--- src/rtl/qhp_pkg.sv ---
// package: shared constants for the quad uart host bus port
package qhp_pkg;
    localparam int NUM_CH       = 4;
    localparam int DATA_W       = 8;
    localparam int ADDR_W       = 3;
    localparam int CH_W         = 2;
    localparam int MCR_IRQ_EN_BIT = 3;
    localparam logic [7:0] MCR_RESET = 8'h00;
    localparam logic [7:0] DATA_RESET = 8'h00;
    localparam logic [1:0] CH_A = 2'h0;
    localparam logic [1:0] CH_B = 2'h1;
    localparam logic [1:0] CH_C = 2'h2;
    localparam logic [1:0] CH_D = 2'h3;
    localparam logic [3:0] SETUP_LAST  = 4'h2; // last count of select setup before the strobe
    localparam logic [3:0] STROBE_LAST = 4'h8; // strobe covers pin sync plus read latency
    localparam logic [3:0] HOLD_LAST   = 4'h3; // last count of select hold after the strobe
endpackage

--- src/rtl/qhp_bus_if.sv ---
// interface: pins between host and quad uart bus port
`timescale 1ns/1ps
`default_nettype none
interface qhp_bus_if;
    logic       bus_style_sel;      // high: separate strobes
    logic [2:0] addr;
    logic [7:0] data_host;
    logic       data_host_oe;
    logic [7:0] data_dev;
    logic       data_dev_oe;
    logic       read_strobe_n;
    logic       write_strobe_n;
    logic       channel_a_select_n;
    logic       channel_b_select_n;
    logic       channel_c_select_n;
    logic       channel_d_select_n;
    logic       irq_force_select;
    logic [3:0] irq_out;            // channel_a..d_irq_out levels
    logic [3:0] irq_oe;
    logic       transmit_ready_n;
    logic       receive_ready_n;

    modport dev (
        input  bus_style_sel, addr, data_host, data_host_oe, read_strobe_n, write_strobe_n,
               channel_a_select_n, channel_b_select_n, channel_c_select_n, channel_d_select_n,
               irq_force_select,
        output data_dev, data_dev_oe, irq_out, irq_oe, transmit_ready_n, receive_ready_n
    );
    modport host (
        output bus_style_sel, addr, data_host, data_host_oe, read_strobe_n, write_strobe_n,
               channel_a_select_n, channel_b_select_n, channel_c_select_n, channel_d_select_n,
               irq_force_select,
        input  data_dev, data_dev_oe, irq_out, irq_oe, transmit_ready_n, receive_ready_n
    );
endinterface
`default_nettype wire

--- src/rtl/qhp_dev_port.sv ---
// module: device end of the quad uart host bus port
// Behaviour
// style pin high selects separate strobes
// read strobe fall reads addressed register
// write strobe rise stores bus byte
// host holds read strobe high otherwise
// write pin is direction line otherwise
// per-channel selects enable their channel
// channel A select is single select
// selects B,C become address A3,A4
// board ties channel D select high
// modem control bit3 drives irq, else float
// channel A irq becomes open-drain active-low
// irq B,C,D held low otherwise
// transmit ready is AND of channels
// receive ready is AND of channels
// data bus driven only during reads
// force select enables all irq outputs
// A4:A3 value picks channel A..D
`timescale 1ns/1ps
`default_nettype none
module qhp_dev_port (
    // clock and reset
    input  wire logic        clk_sys_i,
    input  wire logic        rst_n_i,
    // bus pins
    qhp_bus_if.dev           bus,
    // channel register side
    output logic             reg_wr_o,
    output logic             reg_rd_o,
    output logic [1:0]       reg_ch_o,
    output logic [2:0]       reg_addr_o,
    output logic [7:0]       reg_wdata_o,
    input  wire logic [7:0]  reg_rdata_i,
    input  wire logic [3:0]  chan_irq_i,
    input  wire logic [3:0]  chan_tx_ready_n_i,
    input  wire logic [3:0]  chan_rx_ready_n_i,
    input  wire logic [31:0] modem_control_reg_i
);
    // ************************************************************
    // pin synchronisers
    // ************************************************************
    // every host pin is asynchronous to clk_sys_i; one shared two-stage chain
    // keeps address, data and strobes aligned, at a cost of two cycles of latency
    localparam int SW = 3 + 8 + 1 + 1 + 1 + 4 + 1 + 1;
    logic [SW-1:0] s1_r;
    logic [SW-1:0] s2_r;
    // reset to all ones: strobes and selects idle high, style reads as separate
    always_ff @(posedge clk_sys_i or negedge rst_n_i) begin
        if (!rst_n_i) begin
            s1_r <= '1;
            s2_r <= '1;
        end else begin
            s1_r <= {bus.addr, bus.data_host, bus.data_host_oe, bus.read_strobe_n, bus.write_strobe_n,
                     bus.channel_d_select_n, bus.channel_c_select_n, bus.channel_b_select_n,
                     bus.channel_a_select_n, bus.bus_style_sel, bus.irq_force_select};
            s2_r <= s1_r;
        end
    end
    logic [2:0] a_s;
    logic [7:0] d_s;
    logic       rd_n_s;
    logic       wr_n_s;
    logic       sty_s;
    logic       frc_s;
    logic [3:0] cs_n_s;
    // unpack the second stage; the host's own drive enable is carried but not used
    always_comb begin
        a_s    = s2_r[SW-1 -: 3];
        d_s    = s2_r[SW-4 -: 8];
        rd_n_s = s2_r[7];
        wr_n_s = s2_r[6];
        cs_n_s = s2_r[5:2];
        sty_s  = s2_r[1];
        frc_s  = s2_r[0];
    end

    // ************************************************************
    // decode of access
    // ************************************************************
    logic       sel;
    logic [1:0] ch;
    logic       rd_act;
    logic       wr_act;
    // access decode; a strobe with no select is refused in both styles
    always_comb begin
        sel    = 1'b0;
        ch     = qhp_pkg::CH_A;
        rd_act = 1'b0;
        wr_act = 1'b0;
        if (sty_s) begin
            // lowest selected channel wins if host selects several
            sel = ~&cs_n_s;
            if (!cs_n_s[0])      ch = qhp_pkg::CH_A;
            else if (!cs_n_s[1]) ch = qhp_pkg::CH_B;
            else if (!cs_n_s[2]) ch = qhp_pkg::CH_C;
            else                 ch = qhp_pkg::CH_D;
            rd_act = sel && !rd_n_s;
            wr_act = sel && !wr_n_s;
        end else begin
            sel    = !cs_n_s[0];
            ch     = {cs_n_s[2], cs_n_s[1]};
            rd_act = sel && wr_n_s;              // read strobe ignored
            wr_act = sel && !wr_n_s;
        end
    end

    // ************************************************************
    // cycle tracking: one register pulse per access
    // ************************************************************
    logic       rd_prev_r;
    logic       wr_prev_r;
    logic [1:0] wch_r;
    logic [2:0] wad_r;
    logic [7:0] wdat_r;
    // previous access levels give the edges; the write target is captured while
    // the access stands because the selects may already be gone when it ends
    always_ff @(posedge clk_sys_i or negedge rst_n_i) begin
        if (!rst_n_i) begin
            rd_prev_r <= 1'b0;
            wr_prev_r <= 1'b0;
            wch_r     <= qhp_pkg::CH_A;
            wad_r     <= 3'h0;
            wdat_r    <= qhp_pkg::DATA_RESET;
        end else begin
            rd_prev_r <= rd_act;
            wr_prev_r <= wr_act;
            // latch target while write is active; data taken at its end
            if (wr_act) begin
                wch_r  <= ch;
                wad_r  <= a_s;
                wdat_r <= d_s;
            end
        end
    end

    // register-side strobes: read at start, write at end of strobe
    always_ff @(posedge clk_sys_i or negedge rst_n_i) begin
        if (!rst_n_i) begin
            reg_wr_o    <= 1'b0;
            reg_rd_o    <= 1'b0;
            reg_ch_o    <= qhp_pkg::CH_A;
            reg_addr_o  <= 3'h0;
            reg_wdata_o <= qhp_pkg::DATA_RESET;
        end else begin
            reg_rd_o <= rd_act && !rd_prev_r;
            reg_wr_o <= !wr_act && wr_prev_r;
            if (rd_act && !rd_prev_r) begin
                reg_ch_o   <= ch;
                reg_addr_o <= a_s;
            end else if (!wr_act && wr_prev_r) begin
                reg_ch_o    <= wch_r;
                reg_addr_o  <= wad_r;
                reg_wdata_o <= wdat_r;
            end
        end
    end

    // ************************************************************
    // read data drive
    // ************************************************************
    logic       rd_pend_r;
    logic [7:0] rdat_r;
    // channel byte is held in a flop so the bus stays steady for the rest of the
    // strobe; a host strobe shorter than about six cycles would catch the old byte
    always_ff @(posedge clk_sys_i or negedge rst_n_i) begin
        if (!rst_n_i) begin
            rd_pend_r <= 1'b0;
            rdat_r    <= qhp_pkg::DATA_RESET;
        end else begin
            rd_pend_r <= reg_rd_o;
            if (rd_pend_r) rdat_r <= reg_rdata_i; // byte arrives one cycle after request
        end
    end
    // enable only while a read stands, so the two ends never drive together
    assign bus.data_dev    = rdat_r;
    assign bus.data_dev_oe = rd_act && rd_prev_r;

    // ************************************************************
    // interrupt pins and ready outputs
    // ************************************************************
    logic [3:0] irq_lvl_r;
    logic [3:0] irq_en_r;
    // pin levels follow the channels one cycle late; the channel side runs on
    // clk_sys_i, so only the force and style pins needed a synchroniser
    always_ff @(posedge clk_sys_i or negedge rst_n_i) begin
        if (!rst_n_i) begin
            irq_lvl_r <= 4'h0;
            irq_en_r  <= 4'h0;                  // all pins three-stated after reset
        end else if (sty_s) begin
            irq_lvl_r <= chan_irq_i;
            for (int i = 0; i < qhp_pkg::NUM_CH; i++) begin
                irq_en_r[i] <= frc_s | modem_control_reg_i[8*i + qhp_pkg::MCR_IRQ_EN_BIT];
            end
        end else begin
            // single device request: pin A only ever pulls low and the board
            // pull-up gives the high level; B to D drive a steady zero
            irq_lvl_r <= 4'h0;
            irq_en_r  <= {3'b111, |chan_irq_i};
        end
    end
    assign bus.irq_out          = irq_lvl_r;
    assign bus.irq_oe           = irq_en_r;
    // combined ready pins: any channel ready pulls the shared line low
    assign bus.transmit_ready_n = &chan_tx_ready_n_i;
    assign bus.receive_ready_n  = &chan_rx_ready_n_i;
endmodule
`default_nettype wire

--- src/flat_wrapper.sv ---
// flat-port wrapper written by rule: the top's interface ports become plain ports
module qhp_dev_port_flat 
  (clk_sys_i, rst_n_i, reg_wr_o, reg_rd_o, reg_ch_o, reg_addr_o, reg_wdata_o, reg_rdata_i, chan_irq_i, chan_tx_ready_n_i, chan_rx_ready_n_i, modem_control_reg_i, bus_bus_style_sel, bus_addr, bus_data_host, bus_data_host_oe, bus_read_strobe_n, bus_write_strobe_n, bus_channel_a_select_n, bus_channel_b_select_n, bus_channel_c_select_n, bus_channel_d_select_n, bus_irq_force_select, bus_data_dev, bus_data_dev_oe, bus_irq_out, bus_irq_oe, bus_transmit_ready_n, bus_receive_ready_n);
  qhp_bus_if bus_i ();
  input  wire logic clk_sys_i;
  input  wire logic rst_n_i;
  output logic reg_wr_o;
  output logic reg_rd_o;
  output logic [1:0] reg_ch_o;
  output logic [2:0] reg_addr_o;
  output logic [7:0] reg_wdata_o;
  input  wire logic [7:0] reg_rdata_i;
  input  wire logic [3:0] chan_irq_i;
  input  wire logic [3:0] chan_tx_ready_n_i;
  input  wire logic [3:0] chan_rx_ready_n_i;
  input  wire logic [31:0] modem_control_reg_i;
  input wire logic [$bits(bus_i.bus_style_sel)-1:0] bus_bus_style_sel;
  input wire logic [$bits(bus_i.addr)-1:0] bus_addr;
  input wire logic [$bits(bus_i.data_host)-1:0] bus_data_host;
  input wire logic [$bits(bus_i.data_host_oe)-1:0] bus_data_host_oe;
  input wire logic [$bits(bus_i.read_strobe_n)-1:0] bus_read_strobe_n;
  input wire logic [$bits(bus_i.write_strobe_n)-1:0] bus_write_strobe_n;
  input wire logic [$bits(bus_i.channel_a_select_n)-1:0] bus_channel_a_select_n;
  input wire logic [$bits(bus_i.channel_b_select_n)-1:0] bus_channel_b_select_n;
  input wire logic [$bits(bus_i.channel_c_select_n)-1:0] bus_channel_c_select_n;
  input wire logic [$bits(bus_i.channel_d_select_n)-1:0] bus_channel_d_select_n;
  input wire logic [$bits(bus_i.irq_force_select)-1:0] bus_irq_force_select;
  output wire logic [$bits(bus_i.data_dev)-1:0] bus_data_dev;
  output wire logic [$bits(bus_i.data_dev_oe)-1:0] bus_data_dev_oe;
  output wire logic [$bits(bus_i.irq_out)-1:0] bus_irq_out;
  output wire logic [$bits(bus_i.irq_oe)-1:0] bus_irq_oe;
  output wire logic [$bits(bus_i.transmit_ready_n)-1:0] bus_transmit_ready_n;
  output wire logic [$bits(bus_i.receive_ready_n)-1:0] bus_receive_ready_n;
  assign bus_i.bus_style_sel = bus_bus_style_sel;
  assign bus_i.addr = bus_addr;
  assign bus_i.data_host = bus_data_host;
  assign bus_i.data_host_oe = bus_data_host_oe;
  assign bus_i.read_strobe_n = bus_read_strobe_n;
  assign bus_i.write_strobe_n = bus_write_strobe_n;
  assign bus_i.channel_a_select_n = bus_channel_a_select_n;
  assign bus_i.channel_b_select_n = bus_channel_b_select_n;
  assign bus_i.channel_c_select_n = bus_channel_c_select_n;
  assign bus_i.channel_d_select_n = bus_channel_d_select_n;
  assign bus_i.irq_force_select = bus_irq_force_select;
  assign bus_data_dev = bus_i.data_dev;
  assign bus_data_dev_oe = bus_i.data_dev_oe;
  assign bus_irq_out = bus_i.irq_out;
  assign bus_irq_oe = bus_i.irq_oe;
  assign bus_transmit_ready_n = bus_i.transmit_ready_n;
  assign bus_receive_ready_n = bus_i.receive_ready_n;
  qhp_dev_port u_core (.clk_sys_i(clk_sys_i), .rst_n_i(rst_n_i), .bus(bus_i), .reg_wr_o(reg_wr_o), .reg_rd_o(reg_rd_o), .reg_ch_o(reg_ch_o), .reg_addr_o(reg_addr_o), .reg_wdata_o(reg_wdata_o), .reg_rdata_i(reg_rdata_i), .chan_irq_i(chan_irq_i), .chan_tx_ready_n_i(chan_tx_ready_n_i), .chan_rx_ready_n_i(chan_rx_ready_n_i), .modem_control_reg_i(modem_control_reg_i));
endmodule
--- config.mk ---
export PLATFORM = sky130hd
export DESIGN_NAME = qhp_dev_port_flat
export DESIGN_NICKNAME = d
export VERILOG_FILES = /design/src/rtl/qhp_pkg.sv /design/src/rtl/qhp_bus_if.sv /design/src/rtl/qhp_dev_port.sv /design/src/flat_wrapper.sv
export SDC_FILE = /design/constraint.sdc
export NUM_CORES = 1
export LEC_CHECK = 0
export BUFFER_PORTS_ARGS = -buffer_cell sky130_fd_sc_hd__buf_2
export CAP_MARGIN = 20
export CORE_MARGIN = 2
export CORE_UTILIZATION = 52
export CTS_CLUSTER_DIAMETER = 60
export DETAILED_ROUTE_END_ITERATION = 8
export MAX_ROUTING_LAYER = met4
export PLACE_DENSITY = 0.84
export SETUP_SLACK_MARGIN = 0.5
export SLEW_MARGIN = 20
export SYNTH_ARGS = -nofsm -noshare
export SYNTH_HDL_FRONTEND = slang
export SYNTH_SLANG_ARGS = --single-unit
export TNS_END_PERCENT = 20
--- constraint.sdc ---
create_clock -name clk_sys_i -period 3.4 [get_ports clk_sys_i]
set_clock_uncertainty 0.15 [all_clocks]
set_input_delay 0.17 -clock clk_sys_i [delete_from_list [all_inputs] [get_ports clk_sys_i]]
set_output_delay 0.17 -clock clk_sys_i [all_outputs]
set_load 0.01 [all_outputs]
; ---- Word-level counts from Yosys, hierarchy flattened
; Cells that the tools add are included.
[totals]
in_bits = 74
romBits = 0
latchBits = 0
wordCells = 52
register_bits = 87
mem_bits_rw = 0
n_memories = 0
out_inout_bits = 34
[classes]
n_div = 0
multipliers = 0
bitwise_logic = 5
n_lt_le_gt_ge = 0
mux = 12
shift = 0
n_reduce_logical = 19
add_sub_neg = 0
n_eq_ne = 0
[op_table]
columns = cell, count
row1 = 4-bit AND reduction, 3
row2 = 2-bit two-way mux, 5
row3 = 4-bit two-way mux, 2
row4 = 1-bit logical AND, 7
row5 = 1-bit zero test, 6
row6 = 3-bit two-way mux, 2
row7 = 1-bit bitwise OR, 4
row8 = 4-bit OR reduction, 1
row9 = 1-bit two-way mux, 3
row10 = 2-bit AND reduction, 1
row11 = 2-bit nonzero test, 1
row12 = 1-bit inverter, 1

; ---- Depth between registers and ports, before layout
; Gate-level depths: netlist (run 1).
[logic_depth]
ltp_word = 8
ltp_mapped = 7
mapped_depth_nobuf = 5

; ---- Least setup slack after synthesis (run 1)
; OpenSTA, ideal clock, no wires.
[synth_timing]
path_type = register to register
from = register u_core.s2_r[1]
to = register u_core.reg_wdata_o[0]
setup_slack_ps = 1573
path_stages_with_launch = 6
t_arrival_ps = 1553
path_buffers = 1
period_less_slack_ps = 1827
setup_ps = 125
cell_sequence = dfstp_2 -> clkbuf_2 -> nor2_1 -> a32oi_4 -> nand3_4 -> mux2_2
[synth_via]
elab_chain_len = 4
word_cells_on_any_way = 7
classes_between = 2 x mux / 1 x bitwise / 4 x reduce/logical
[synth_rtl]
columns = element, line_no
row1 = "start, declared", qhp_dev_port.sv:47  ; logic [SW-1:0] s2_r;
row2 = "start signal, assigned", qhp_dev_port.sv:57  ; s2_r <= s1_r;
row3 = 1-bit two-way mux, qhp_dev_port.sv:91  ; if (sty_s) begin
row4 = 1-bit zero test or 1-bit logical AND (tied branches), "qhp_dev_port.sv:151, qhp_dev_port.sv:148"
row5 = 1-bit logical AND or 1-bit inverter (tied branches), n/a
row6 = 2-bit AND reduction (no line) (*), n/a
row7 = "end signal, assigned", qhp_dev_port.sv:144  ; reg_wdata_o <= qhp_pkg::DATA_RESET;
row8 = "end signal, assigned", qhp_dev_port.sv:154  ; reg_wdata_o <= wdat_r;
row9 = "end, declared", qhp_dev_port.sv:33  ; output logic [7:0] reg_wdata_o,
; Mark *: on every way between the ends. The rest lies on a longest branch, timed or not.
; A chain may end at the register's enable or synchronous reset.

; ---- Final worst setup path (run 1)
[layout_timing]
from = register u_core.s2_r[1]
to = register u_core.reg_wdata_o[7]
; The elaborated chain is that of the path after synthesis.

==> key figures, run 1 <==
Worst setup path
  • FF-to-FF setup slack: 1170 ps
  • Worst Path Arrival: 2310 ps
  • Setup crit start: u_core.s2_r[1]
  • Worst-path maximum fanout: 13
  • Reg2reg start: u_core.s2_r[1]
  • Reg2Reg Depth: 5
  • CP startpoint kind: flop
  • Element type at the critical path end: flop
  • Critical path required time: 3470 ps
  • Worst setup path class: flop to flop
  • Reg2reg end: u_core.reg_wdata_o[7]

Floorplanning
  • Io pins: 108
  • FP Rows: 27
  • Die height: 78.2 um
  • Die W: 78.2 um
  • Die area: 6120 um2
  • Initial Util: 0.530
  • Core region area: 5410 um2

Placement
  • Hpwl dp: 3020 um
  • Worst slack at placement: 1180 ps
  • Gp weighted congestion: 0.727
  • Port Buffers: 78

Hold path
  • Hold Crit Class: flop to flop
  • Hold path endpoint: u_core.s2_r[0]
  • Hold path cells: 0
  • Hold Crit Start: u_core.s1_r[0]

Routing
  • Total number of vias: 1832
  • DRT Pass-1 Iters: 6
  • Wire per inst: 12.3 um
  • Vias per inst: 4.64
  • Antenna Nets Post-Route: 0
  • WL final: 4870 um
  • Initial drt markers: 95
  • Post-route DRC: 0

Global routing
  • Initial antenna violation count: 0
  • Vias in the first global route: 1733
  • Pin count of the biggest net entering global routing: 86
  • Overall Global Routing Usage: 0.176
  • Total grt overflow: 0
  • First-pass GRT wire length: 7860 um

Clock network
  • H-tree depth: 3
  • Clk_lat worst skew: 340 ps
  • CTS max path bufs: 2
  • Cts repair resizes: 0
  • # clock sinks: 85
  • Inserted Clock Buffers: 9
  • Hold buffer count at cts: 36
  • Clock root buffer: clkbuf_8
  • Setup Fix Bufs, Post-CTS: 0
  • CTS tree: done
  • Reg clk slew, reported paths: 80 ps

Finish
  • Layout cells sized above 1: 0.467
  • Final Core Density: 0.720
  • Synthesis-to-finish area growth: 35.9%
  • Diodes inserted: 0
  • Final nets: 392
  • FILL cells: 372

Yosys
  • Yosys top cell by area: dfrtp_1
  • Warnings, synthesis: 0
  • Yosys cell types: 29
  • Cell area after synthesis: 2860 um2
  • FFs w/ async S/R, synth: 1.00
  • Mapped Cells: 197
  • EDFF count, synth: 0
  • Avg Inst Size Synth: 14.5 um2
  • Yosys reg bits: 85
  • Post-synthesis sequential area ratio: 0.759
  • Top post-synthesis cells by area: dfrtp_1, dfstp_2, mux2_2
  • Main synth FF type: dfrtp_1
  • Top-area cell type share of the netlist area: 0.411
  • Syn nets: 271

Timing
  • Min cycle time layout: 2230 ps
  • Setup Total Neg Slack: 0 ps
  • RSZ-0062 raised after global routing: false
  • Count of final hold-check violations: 0
  • Worst slew pin tran: 961 ps
  • Worst setup margin: 1170 ps
  • Slew Viols, Final: 0
  • Hold_ws: 196 ps
  • Maximum clock rate: 448 MHz
  • Setup violations, final: 0
  • Slew Limit Headroom: 0.359
  • Period utilization: 0.656

Run status
  • Outcome: complete, no violations

Power and ir drop
  • Leak: 1.88 nW
  • Power Dens Cells: 563 nW/um2
  • VDD IR max: 0.308 mV

Run
  • Max-Cap Viols: 0
how the worst max path moves through the flow:
| stage | endpoint | slack (ps) | cells after the start |
|---|---|---|---|
| after global routing | u_core.reg_wdata_o[0] | 1020 | 5 |
| after global placement | u_core.reg_wdata_o[2] | 1220 | 5 |
| final | u_core.reg_wdata_o[7] | 1170 | 5 |
| after floorplan | u_core.reg_wdata_o[0] | 1570 | 5 |
| after CTS | u_core.reg_wdata_o[0] | 1170 | 5 |
| after detailed placement | u_core.reg_wdata_o[0] | 1180 | 5 |
cell type report:
class	instances	area [um2]	share of cell area
Inverter	10	37.5	0.00964
Sequential cell	85	2170	0.559
Multi-Input combinational cell	97	628	0.161
Timing Repair Buffer	115	761	0.195
Clock buffer	16	201	0.0518
Tap cell	72	90.1	0.0231
Yosys cell counts (2+ instances only):
cell       n
nand3_1    5
a21oi_1    2
nand2_1   38
or3_1      3
and4_1     2
mux2_2    16
a31oi_1    3
inv_1     10
and2_1     4
buf_2      3
nand2b_1   2
dfstp_2   38
o21ai_0    2
mux2i_1    2
a22oi_1    2
dfrtp_1   47
nor2_1     6
sequential cells by signal, summed over array words and instances (netlist names):
register             flops
u_core.wdat_r            8
u_core.s2_r             19
u_core.reg_wr_o          1
u_core.s1_r             19
u_core.bus.data_dev      8
u_core.reg_wdata_o       8
u_core.wad_r             3
u_core.wch_r             2
u_core.wr_prev_r         1
u_core.reg_rd_o          1
u_core.rd_prev_r         1
u_core.reg_ch_o          2
u_core.bus.irq_oe        4
u_core.bus.irq_out       4
u_core.reg_addr_o        3
u_core.rd_pend_r         1
worst max-delay path: stages (launching register included):
cell and delay (ps):
dfstp_2 630, nand2b_1 150, nand3_1 370, buf_4 330
nand3_4 150, mux2_2 350
report_power, final:
part,internal [W],switching [W]
registers,0.00114,0.0000566
logic,0.000161,0.000146
clock network,0.000372,0.000311
routing by layer:
| metal | vias to the layer above | share of wire | wire (um) | global-route usage |
|---|---|---|---|---|
| li1 | 891 | - | - | - |
| met3 | 12 | 0.039 | 188 | 0.0345 |
| met1 | 880 | 0.42 | 2030 | 0.200 |
| met4 | 0 | 0.026 | 127 | 0.109 |
| met5 | - | 0 | 0 | - |
| met2 | 49 | 0.52 | 2520 | 0.290 |
cell usage in the layout (no fill, tap or decap), types with 4 or more instances in the layout:
master and instances:
inv_1 10, nor2_1 6, dfstp_2 38, clkbuf_8 12, mux2_2 16, dfrtp_1 47, buf_2 77, dlygate4sd3_1 36
and2_1 4, nand3_1 5, nand2_1 38
per-stage QoR:
stage / instance area, um2 / std cells / power (W)
3_5_place_dp: 3330 / 343 / 0.00150
4_1_cts: 3890 / 395 / 0.00221
2_1_floorplan: 2860 / 197 / 0.00136
3_3_place_gp: 3330 / 343 / 0.00148
5_1_grt: 3890 / 395 / 0.00230
6_report: 3890 / 395 / 0.00219
logic make-up after synthesis:
| kind of cell | after synthesis | share of synthesized area |
|---|---|---|
| compound gates | 13 | 0.0371 |
| buf+inv | 15 | 0.0214 |
| flops | 85 | 0.759 |
| mux | 18 | 0.0699 |
| simple gates | 66 | 0.112 |
Power figures use the tool's default switching activity.
==> run 2: changes to the inputs <==
--- a/config.mk
+++ b/config.mk
@@ -5,14 +5,15 @@
 export SDC_FILE = /design/constraint.sdc
 export NUM_CORES = 1
 export LEC_CHECK = 0
+export ABC_AREA = 1
 export BUFFER_PORTS_ARGS = -buffer_cell sky130_fd_sc_hd__buf_2
 export CAP_MARGIN = 20
 export CORE_MARGIN = 2
-export CORE_UTILIZATION = 52
+export CORE_UTILIZATION = 48
 export CTS_CLUSTER_DIAMETER = 60
 export DETAILED_ROUTE_END_ITERATION = 8
 export MAX_ROUTING_LAYER = met4
-export PLACE_DENSITY = 0.84
+export PLACE_DENSITY = 0.78
 export SETUP_SLACK_MARGIN = 0.5
 export SLEW_MARGIN = 20
 export SYNTH_ARGS = -nofsm -noshare
==> constraint.sdc (replaced) <==
create_clock -name clk_sys_i -period 2.12 [get_ports clk_sys_i]
set_clock_uncertainty 0.15 [all_clocks]
set_input_delay 0.106 -clock clk_sys_i [delete_from_list [all_inputs] [get_ports clk_sys_i]]
set_output_delay 0.106 -clock clk_sys_i [all_outputs]
set_load 0.01 [all_outputs]
==> run 2 against run 1 <==
Compared with the run above: total power increased by 56%; cell count increased by 13%; clock power increased by 43%; combinational power increased by 72%; worst setup slack got worse by 700 ps; count of clock-buffer cells in the layout decreased by 5; hold slack got worse by 26 ps; register-to-register slack got worse by 690 ps; sequential share of layout area decreased by 2.4 points; global-route usage increased by 0.81 points.
==> key figures, run 2 <==
Run status
  • Outcome: complete, no violations

Finish
  • Commonest non-fill, non-tap cell in the layout: buf_2
  • Layout cells sized above 1: 0.451
  • Final nets: 439
  • Top flop regs: u_core.s1_r (19), u_core.s2_r (19)
  • FILL cells: 408
  • Diodes inserted: 0
  • Synthesis-to-finish area growth: 37.5%
  • Final Core Density: 0.686
  • Most frequent cells in the layout: buf_2, nand2_1, dfrtp_1

Timing
  • Period utilization: 0.780
  • RSZ-0062 raised after global routing: true
  • Setup violations, final: 0
  • Worst slew pin tran: 577 ps
  • Hold_ws: 170 ps
  • Slew Viols, Final: 0
  • Min cycle time layout: 1650 ps
  • Slew Limit Headroom: 0.615
  • Count of final hold-check violations: 0
  • Setup Total Neg Slack: 0 ps
  • Maximum clock rate: 604 MHz

Worst setup path
  • CP startpoint kind: flop
  • Worst-path maximum fanout: 4
  • Reg2Reg Depth: 8
  • Critical path required time: 1860 ps
  • Worst setup path class: flop to output pin
  • FF-to-FF setup slack: 480 ps
  • Element type at the critical path end: output pin
  • Reg2reg start: u_core.s2_r[2]
  • Worst Path Arrival: 1400 ps
  • Reg2reg end: u_core.reg_wdata_o[3]

Global routing
  • Overall Global Routing Usage: 0.184
  • Pin count of the biggest net entering global routing: 49
  • First-pass GRT wire length: 8870 um
  • Initial antenna violation count: 0
  • Total grt overflow: 0
  • Vias in the first global route: 2009

Run
  • Max-Cap Viols: 0

Clock network
  • Clk_lat worst skew: 340 ps
  • Reg clk slew, reported paths: 80 ps
  • CTS tree: done
  • Inserted Clock Buffers: 9
  • CTS max path bufs: 2
  • Clock root buffer: clkbuf_8
  • H-tree depth: 3
  • # clock sinks: 85

Yosys
  • Synth Area in Compound Gates: 0.0118
  • Syn nets: 310
  • Warnings, synthesis: 0
  • Count leader, synth: nand2_1
  • Synth Area in XOR/XNOR: 0
  • Commonest cells post-synth: nand2_1, dfrtp_1, dfstp_2, nand3_1, inv_1
  • Top post-synthesis cells by area: dfrtp_1, dfstp_2, nand2_1
  • Mapped Cells: 236
  • Simple-Gate Fraction of Synth Area: 0.185
  • Mux share of post-synthesis cell area: 0.0305
  • Synth Area in Adders: 0
  • Top-area cell type share of the netlist area: 0.398
  • Main combinational cell family by area after synthesis: simple AND/OR/NAND/NOR gates
  • FFs w/ async S/R, synth: 1.00
  • Main synth FF type: dfrtp_1
  • Cell area after synthesis: 2960 um2
  • Yosys cell types: 24
  • Yosys top cell by area: dfrtp_1
  • Yosys reg bits: 85
  • EDFF count, synth: 0
  • Avg Inst Size Synth: 12.5 um2
  • Post-synthesis sequential area ratio: 0.736

Power and ir drop
  • VDD IR max: 0.491 mV
  • Leak: 2.02 nW
  • Power Dens Cells: 840 nW/um2

Routing
  • DRT Pass-1 Iters: 4
  • Wire per inst: 12.2 um
  • Vias per inst: 4.71
  • Antenna Nets Post-Route: 0
  • WL final: 5430 um
  • Total number of vias: 2095
  • Post-route DRC: 0
  • Initial drt markers: 209

Floorplanning
  • Die height: 82.5 um
  • Initial Util: 0.499
  • Die area: 6800 um2
  • FP Rows: 28
  • Io pins: 108
  • Core region area: 5920 um2
  • Die W: 82.5 um

Hold path
  • Hold Crit Class: primary input to async pin

Placement
  • Port Buffers: 78
  • Hpwl dp: 3280 um
  • Gp weighted congestion: 0.780
[run 2: changes by cell type after synthesis, sizes merged, moves of 3 or more]
| cell | before | now |
|---|---|---|
| nor2 | 6 | 11 |
| and2 | 4 | 0 |
| or3 | 3 | 0 |
| nand3 | 6 | 29 |
| mux2 | 16 | 8 |
| nand2 | 38 | 77 |
[run 2: through the flow]
step	cell area (um2)	setup WS, ps	power, W	instances
final	4060	466	0.00341	445
after floorplan	2960	606	0.00217	236
after detailed placement	3410	439	0.00238	385
after global routing	4060	400	0.00360	445
after global placement	3410	470	0.00236	385
after CTS	3990	454	0.00342	440
[run 2: metal layers]
| metal | global-route usage | share of wire | up-vias |
|---|---|---|---|
| li1 | - | - | 1010 |
| met1 | 0.199 | 0.41 | 997 |
| met2 | 0.299 | 0.51 | 76 |
| met3 | 0.0489 | 0.058 | 12 |
| met4 | 0.120 | 0.022 | 0 |
| met5 | - | 0 | - |
[run 2: repair_timing]
item | in CTS | in global routing
setup buffers | 3 | 4
pin swaps | 2 | 6
cloned | 0 | 1
endpoints found under the setup margin | 23 | 22
hold endpoints to repair | 82 | 0
hold buffers | 36 | 0
resized for setup | 6 | 9
[run 2: cell families after synthesis]
group,Yosys count
buf+inv,19
simple gates,118
mux,8
compound gates,6
flops,85
[run 2: power by group]
group	switching, W	internal, W	total, W	leakage [nW]
Combinational	0.000276	0.000251	0.000527	0.955
Clock	0.000527	0.000450	0.000977	0.0932
Sequential	0.0000884	0.00182	0.00191	0.972
[run 2: worst max-delay path: stages (launching register included)]
cell	delay, ps
dfstp_2	570
inv_4	50
nor2_4	100
o21ai_4	80
a21oi_2	120
buf_2	140
[run 2: area by class of cell]
cell class,count,area [um2],share of cell area
well taps,75,93.8,0.0231
multi-input cells,133,736,0.181
inverters,12,47.5,0.0117
clock inverters,5,26.3,0.00647
repair buffers,124,845,0.208
flip-flops and latches,85,2170,0.535
clock buffers,11,141,0.0348
[run 2: how the worst max path moves through the flow]
stage                               from               endpoint  slack (ps)  cells past startpoint
final                     u_core.s2_r[1]        bus_data_dev_oe         470                      5
after global routing      u_core.s2_r[2]  u_core.reg_wdata_o[3]         400                      8
after floorplan           u_core.s2_r[2]  u_core.reg_wdata_o[0]         610                      8
after CTS                 u_core.s2_r[1]        bus_data_dev_oe         450                      5
after global placement    u_core.s2_r[1]   u_core.reg_addr_o[2]         470                      7
after detailed placement  u_core.s2_r[1]   u_core.reg_addr_o[1]         440                      7
==> run 3: changes to the inputs <==
--- a/config.mk
+++ b/config.mk
@@ -9,11 +9,11 @@
 export BUFFER_PORTS_ARGS = -buffer_cell sky130_fd_sc_hd__buf_2
 export CAP_MARGIN = 20
 export CORE_MARGIN = 2
-export CORE_UTILIZATION = 48
+export CORE_UTILIZATION = 44
 export CTS_CLUSTER_DIAMETER = 60
 export DETAILED_ROUTE_END_ITERATION = 8
 export MAX_ROUTING_LAYER = met4
-export PLACE_DENSITY = 0.78
+export PLACE_DENSITY = 0.75
 export SETUP_SLACK_MARGIN = 0.5
 export SLEW_MARGIN = 20
 export SYNTH_ARGS = -nofsm -noshare
==> constraint.sdc (replaced) <==
create_clock -name clk_sys_i -period 1.5 [get_ports clk_sys_i]
set_clock_uncertainty 0.15 [all_clocks]
set_input_delay 0.075 -clock clk_sys_i [delete_from_list [all_inputs] [get_ports clk_sys_i]]
set_output_delay 0.075 -clock clk_sys_i [all_outputs]
set_load 0.01 [all_outputs]
==> run 3 against run 2 <==
Compared with the run above: register-to-register slack lost 570 ps; first-iteration DRC count shrank 30%; global-route usage shrank 1.2 points; critical endpoint unchanged; critical path type unchanged; via count grew 1.8%; die area grew 8.6%; the flow now finishes with violations (negative setup slack); non-clock buffer count grew 7; critical path depth is the same; worst setup slack lost 600 ps; combinational power grew 64%.
==> key figures, run 3 (synthesis gave the netlist of run 2 again) <==
Worst setup path
  • Worst-path maximum fanout: 5
  • Element type at the critical path end: output pin
  • Reg2Reg Depth: 8
  • Critical path required time: 1270 ps
  • CP startpoint kind: flop
  • Worst Path Arrival: 1410 ps
  • Worst setup path class: flop to output pin

Floorplanning
  • Die height: 86.0 um
  • FP Rows: 29
  • Io pins: 108
  • Die W: 86.0 um
  • Initial Util: 0.460
  • Die area: 7390 um2
  • Core region area: 6420 um2

Timing
  • Worst setup margin: -139 ps
  • Slew Viols, Final: 0
  • RSZ-0062 raised after global routing: true
  • Maximum clock rate: 610 MHz
  • Setup Total Neg Slack: -1360 ps
  • Setup violations, final: 22
  • Worst slew pin tran: 370 ps
  • Count of final hold-check violations: 0
  • Period utilization: 1.09
  • Min cycle time layout: 1640 ps
  • Slew Limit Headroom: 0.754
  • Hold_ws: 89.5 ps

Clock network
  • H-tree depth: 3
  • CTS max path bufs: 2
  • Inserted Clock Buffers: 9
  • Clk_lat worst skew: 350 ps
  • # clock sinks: 85
  • Reg clk slew, reported paths: 80 ps
  • Clock root buffer: clkbuf_8
  • CTS tree: done

Global routing
  • Total grt overflow: 0
  • First-pass GRT wire length: 9340 um
  • Overall Global Routing Usage: 0.172
  • Vias in the first global route: 2092
  • Pin count of the biggest net entering global routing: 42
  • Initial antenna violation count: 0

Routing
  • Antenna Nets Post-Route: 0
  • DR WL met3: 345 um
  • Initial drt markers: 146
  • Met1 WL: 2300 um
  • Top sig layer: met4
  • WL met2: 3160 um
  • Wire per inst: 13.1 um
  • Vias per inst: 4.69
  • DRT Pass-1 Iters: 4
  • WL final: 5960 um
  • Post-route DRC: 0
  • Total number of vias: 2132

Placement
  • Dpl cells: 394
  • Port Buffers: 78
  • Gp weighted congestion: 0.768
  • Hpwl dp: 3360 um
  • Worst slack at placement: -115 ps

Hold path
  • Hold Crit Class: primary input to async pin

Finish
  • Final Core Density: 0.675
  • Diodes inserted: 0
  • Layout cells sized above 1: 0.503
  • Commonest non-fill, non-tap cell in the layout: buf_2
  • Fin cells: 455
  • Most frequent cells in the layout: buf_2, nand2_1, dfrtp_1
  • Synthesis-to-finish area growth: 46.6%
  • Top flop regs: u_core.s1_r (19), u_core.s2_r (19)
  • Final nets: 447

Power and ir drop
  • Leak: 2.13 nW
  • VDD IR max: 0.704 mV
  • Power Dens Cells: 1230 nW/um2

Run status
  • Outcome: complete, but fails checks
  • Failing checks: negative setup slack

Run
  • Max-Cap Viols: 0
## run 3: cell types whose count changed in the layout (fill, tap and decap cells not counted), sizes merged
cell    previous run  this run
bufinv             0         2
inv               13        14
nor2              12        11
clkbuf            11        10
clkinv             4         3
buf               88        94
nand2             77        79
## run 3: power breakdown
part	switching, W	internal, W
sequential	0.000149	0.00257
combinational	0.000422	0.000443
clock	0.000802	0.000946
total	0.00137	0.00396
## run 3: layout make-up
type / count / area, um2
clock inverters: 7 / 97.6
well taps: 77 / 96.3
fillers: 443 / 2090
clock buffers: 9 / 124
multi-input cells: 134 / 791
repair buffers: 131 / 1000
flip-flops and latches: 85 / 2170
inverters: 12 / 45.0
## run 3: critical path, stage by stage (launching register included)
cell and delay, ps:
dfstp_2 540, inv_2 60, nor2_4 100, o21ai_4 80, a21oi_2 140, buf_2 150
## run 3: timing repair
item | CTS | global route
hold buffers | 36 | 0
endpoints found under the hold margin | 120 | 0
resized for setup | 31 | 16
cloned | 2 | 2
setup endpoints to repair | 78 | 106
pin swaps | 7 | 6
setup buffers | 4 | 1
## run 3: worst paths after layout
path | endpoint | slack, ps | startpoint
max reg2reg | u_core.reg_wdata_o[2] | -90 | u_core.s2_r[2]
min reg2reg | u_core.s2_r[11] | 210 | u_core.s1_r[11]
max in group asynchronous | u_core.rd_prev_r | 650 | rst_n_i
max | bus_data_dev_oe | -140 | u_core.s2_r[1]
min | u_core.wr_prev_r | 90 | rst_n_i
min in group clk_sys_i | u_core.s1_r[5] | 200 | bus_channel_d_select_n
## run 3: through the flow
step / total power [W] / area (um2)
after floorplan: 0.00306 / 2960
after global placement: 0.00336 / 3490
after detailed placement: 0.00339 / 3490
after CTS: 0.00535 / 4240
after global routing: 0.00561 / 4330
final: 0.00534 / 4330
## run 3: metal layers
metal / vias to the layer above / global-route usage
met4: 0 / 0.105
met3: 14 / 0.0433
li1: 1028 / -
met1: 1010 / 0.185
met5: - / -
met2: 80 / 0.286
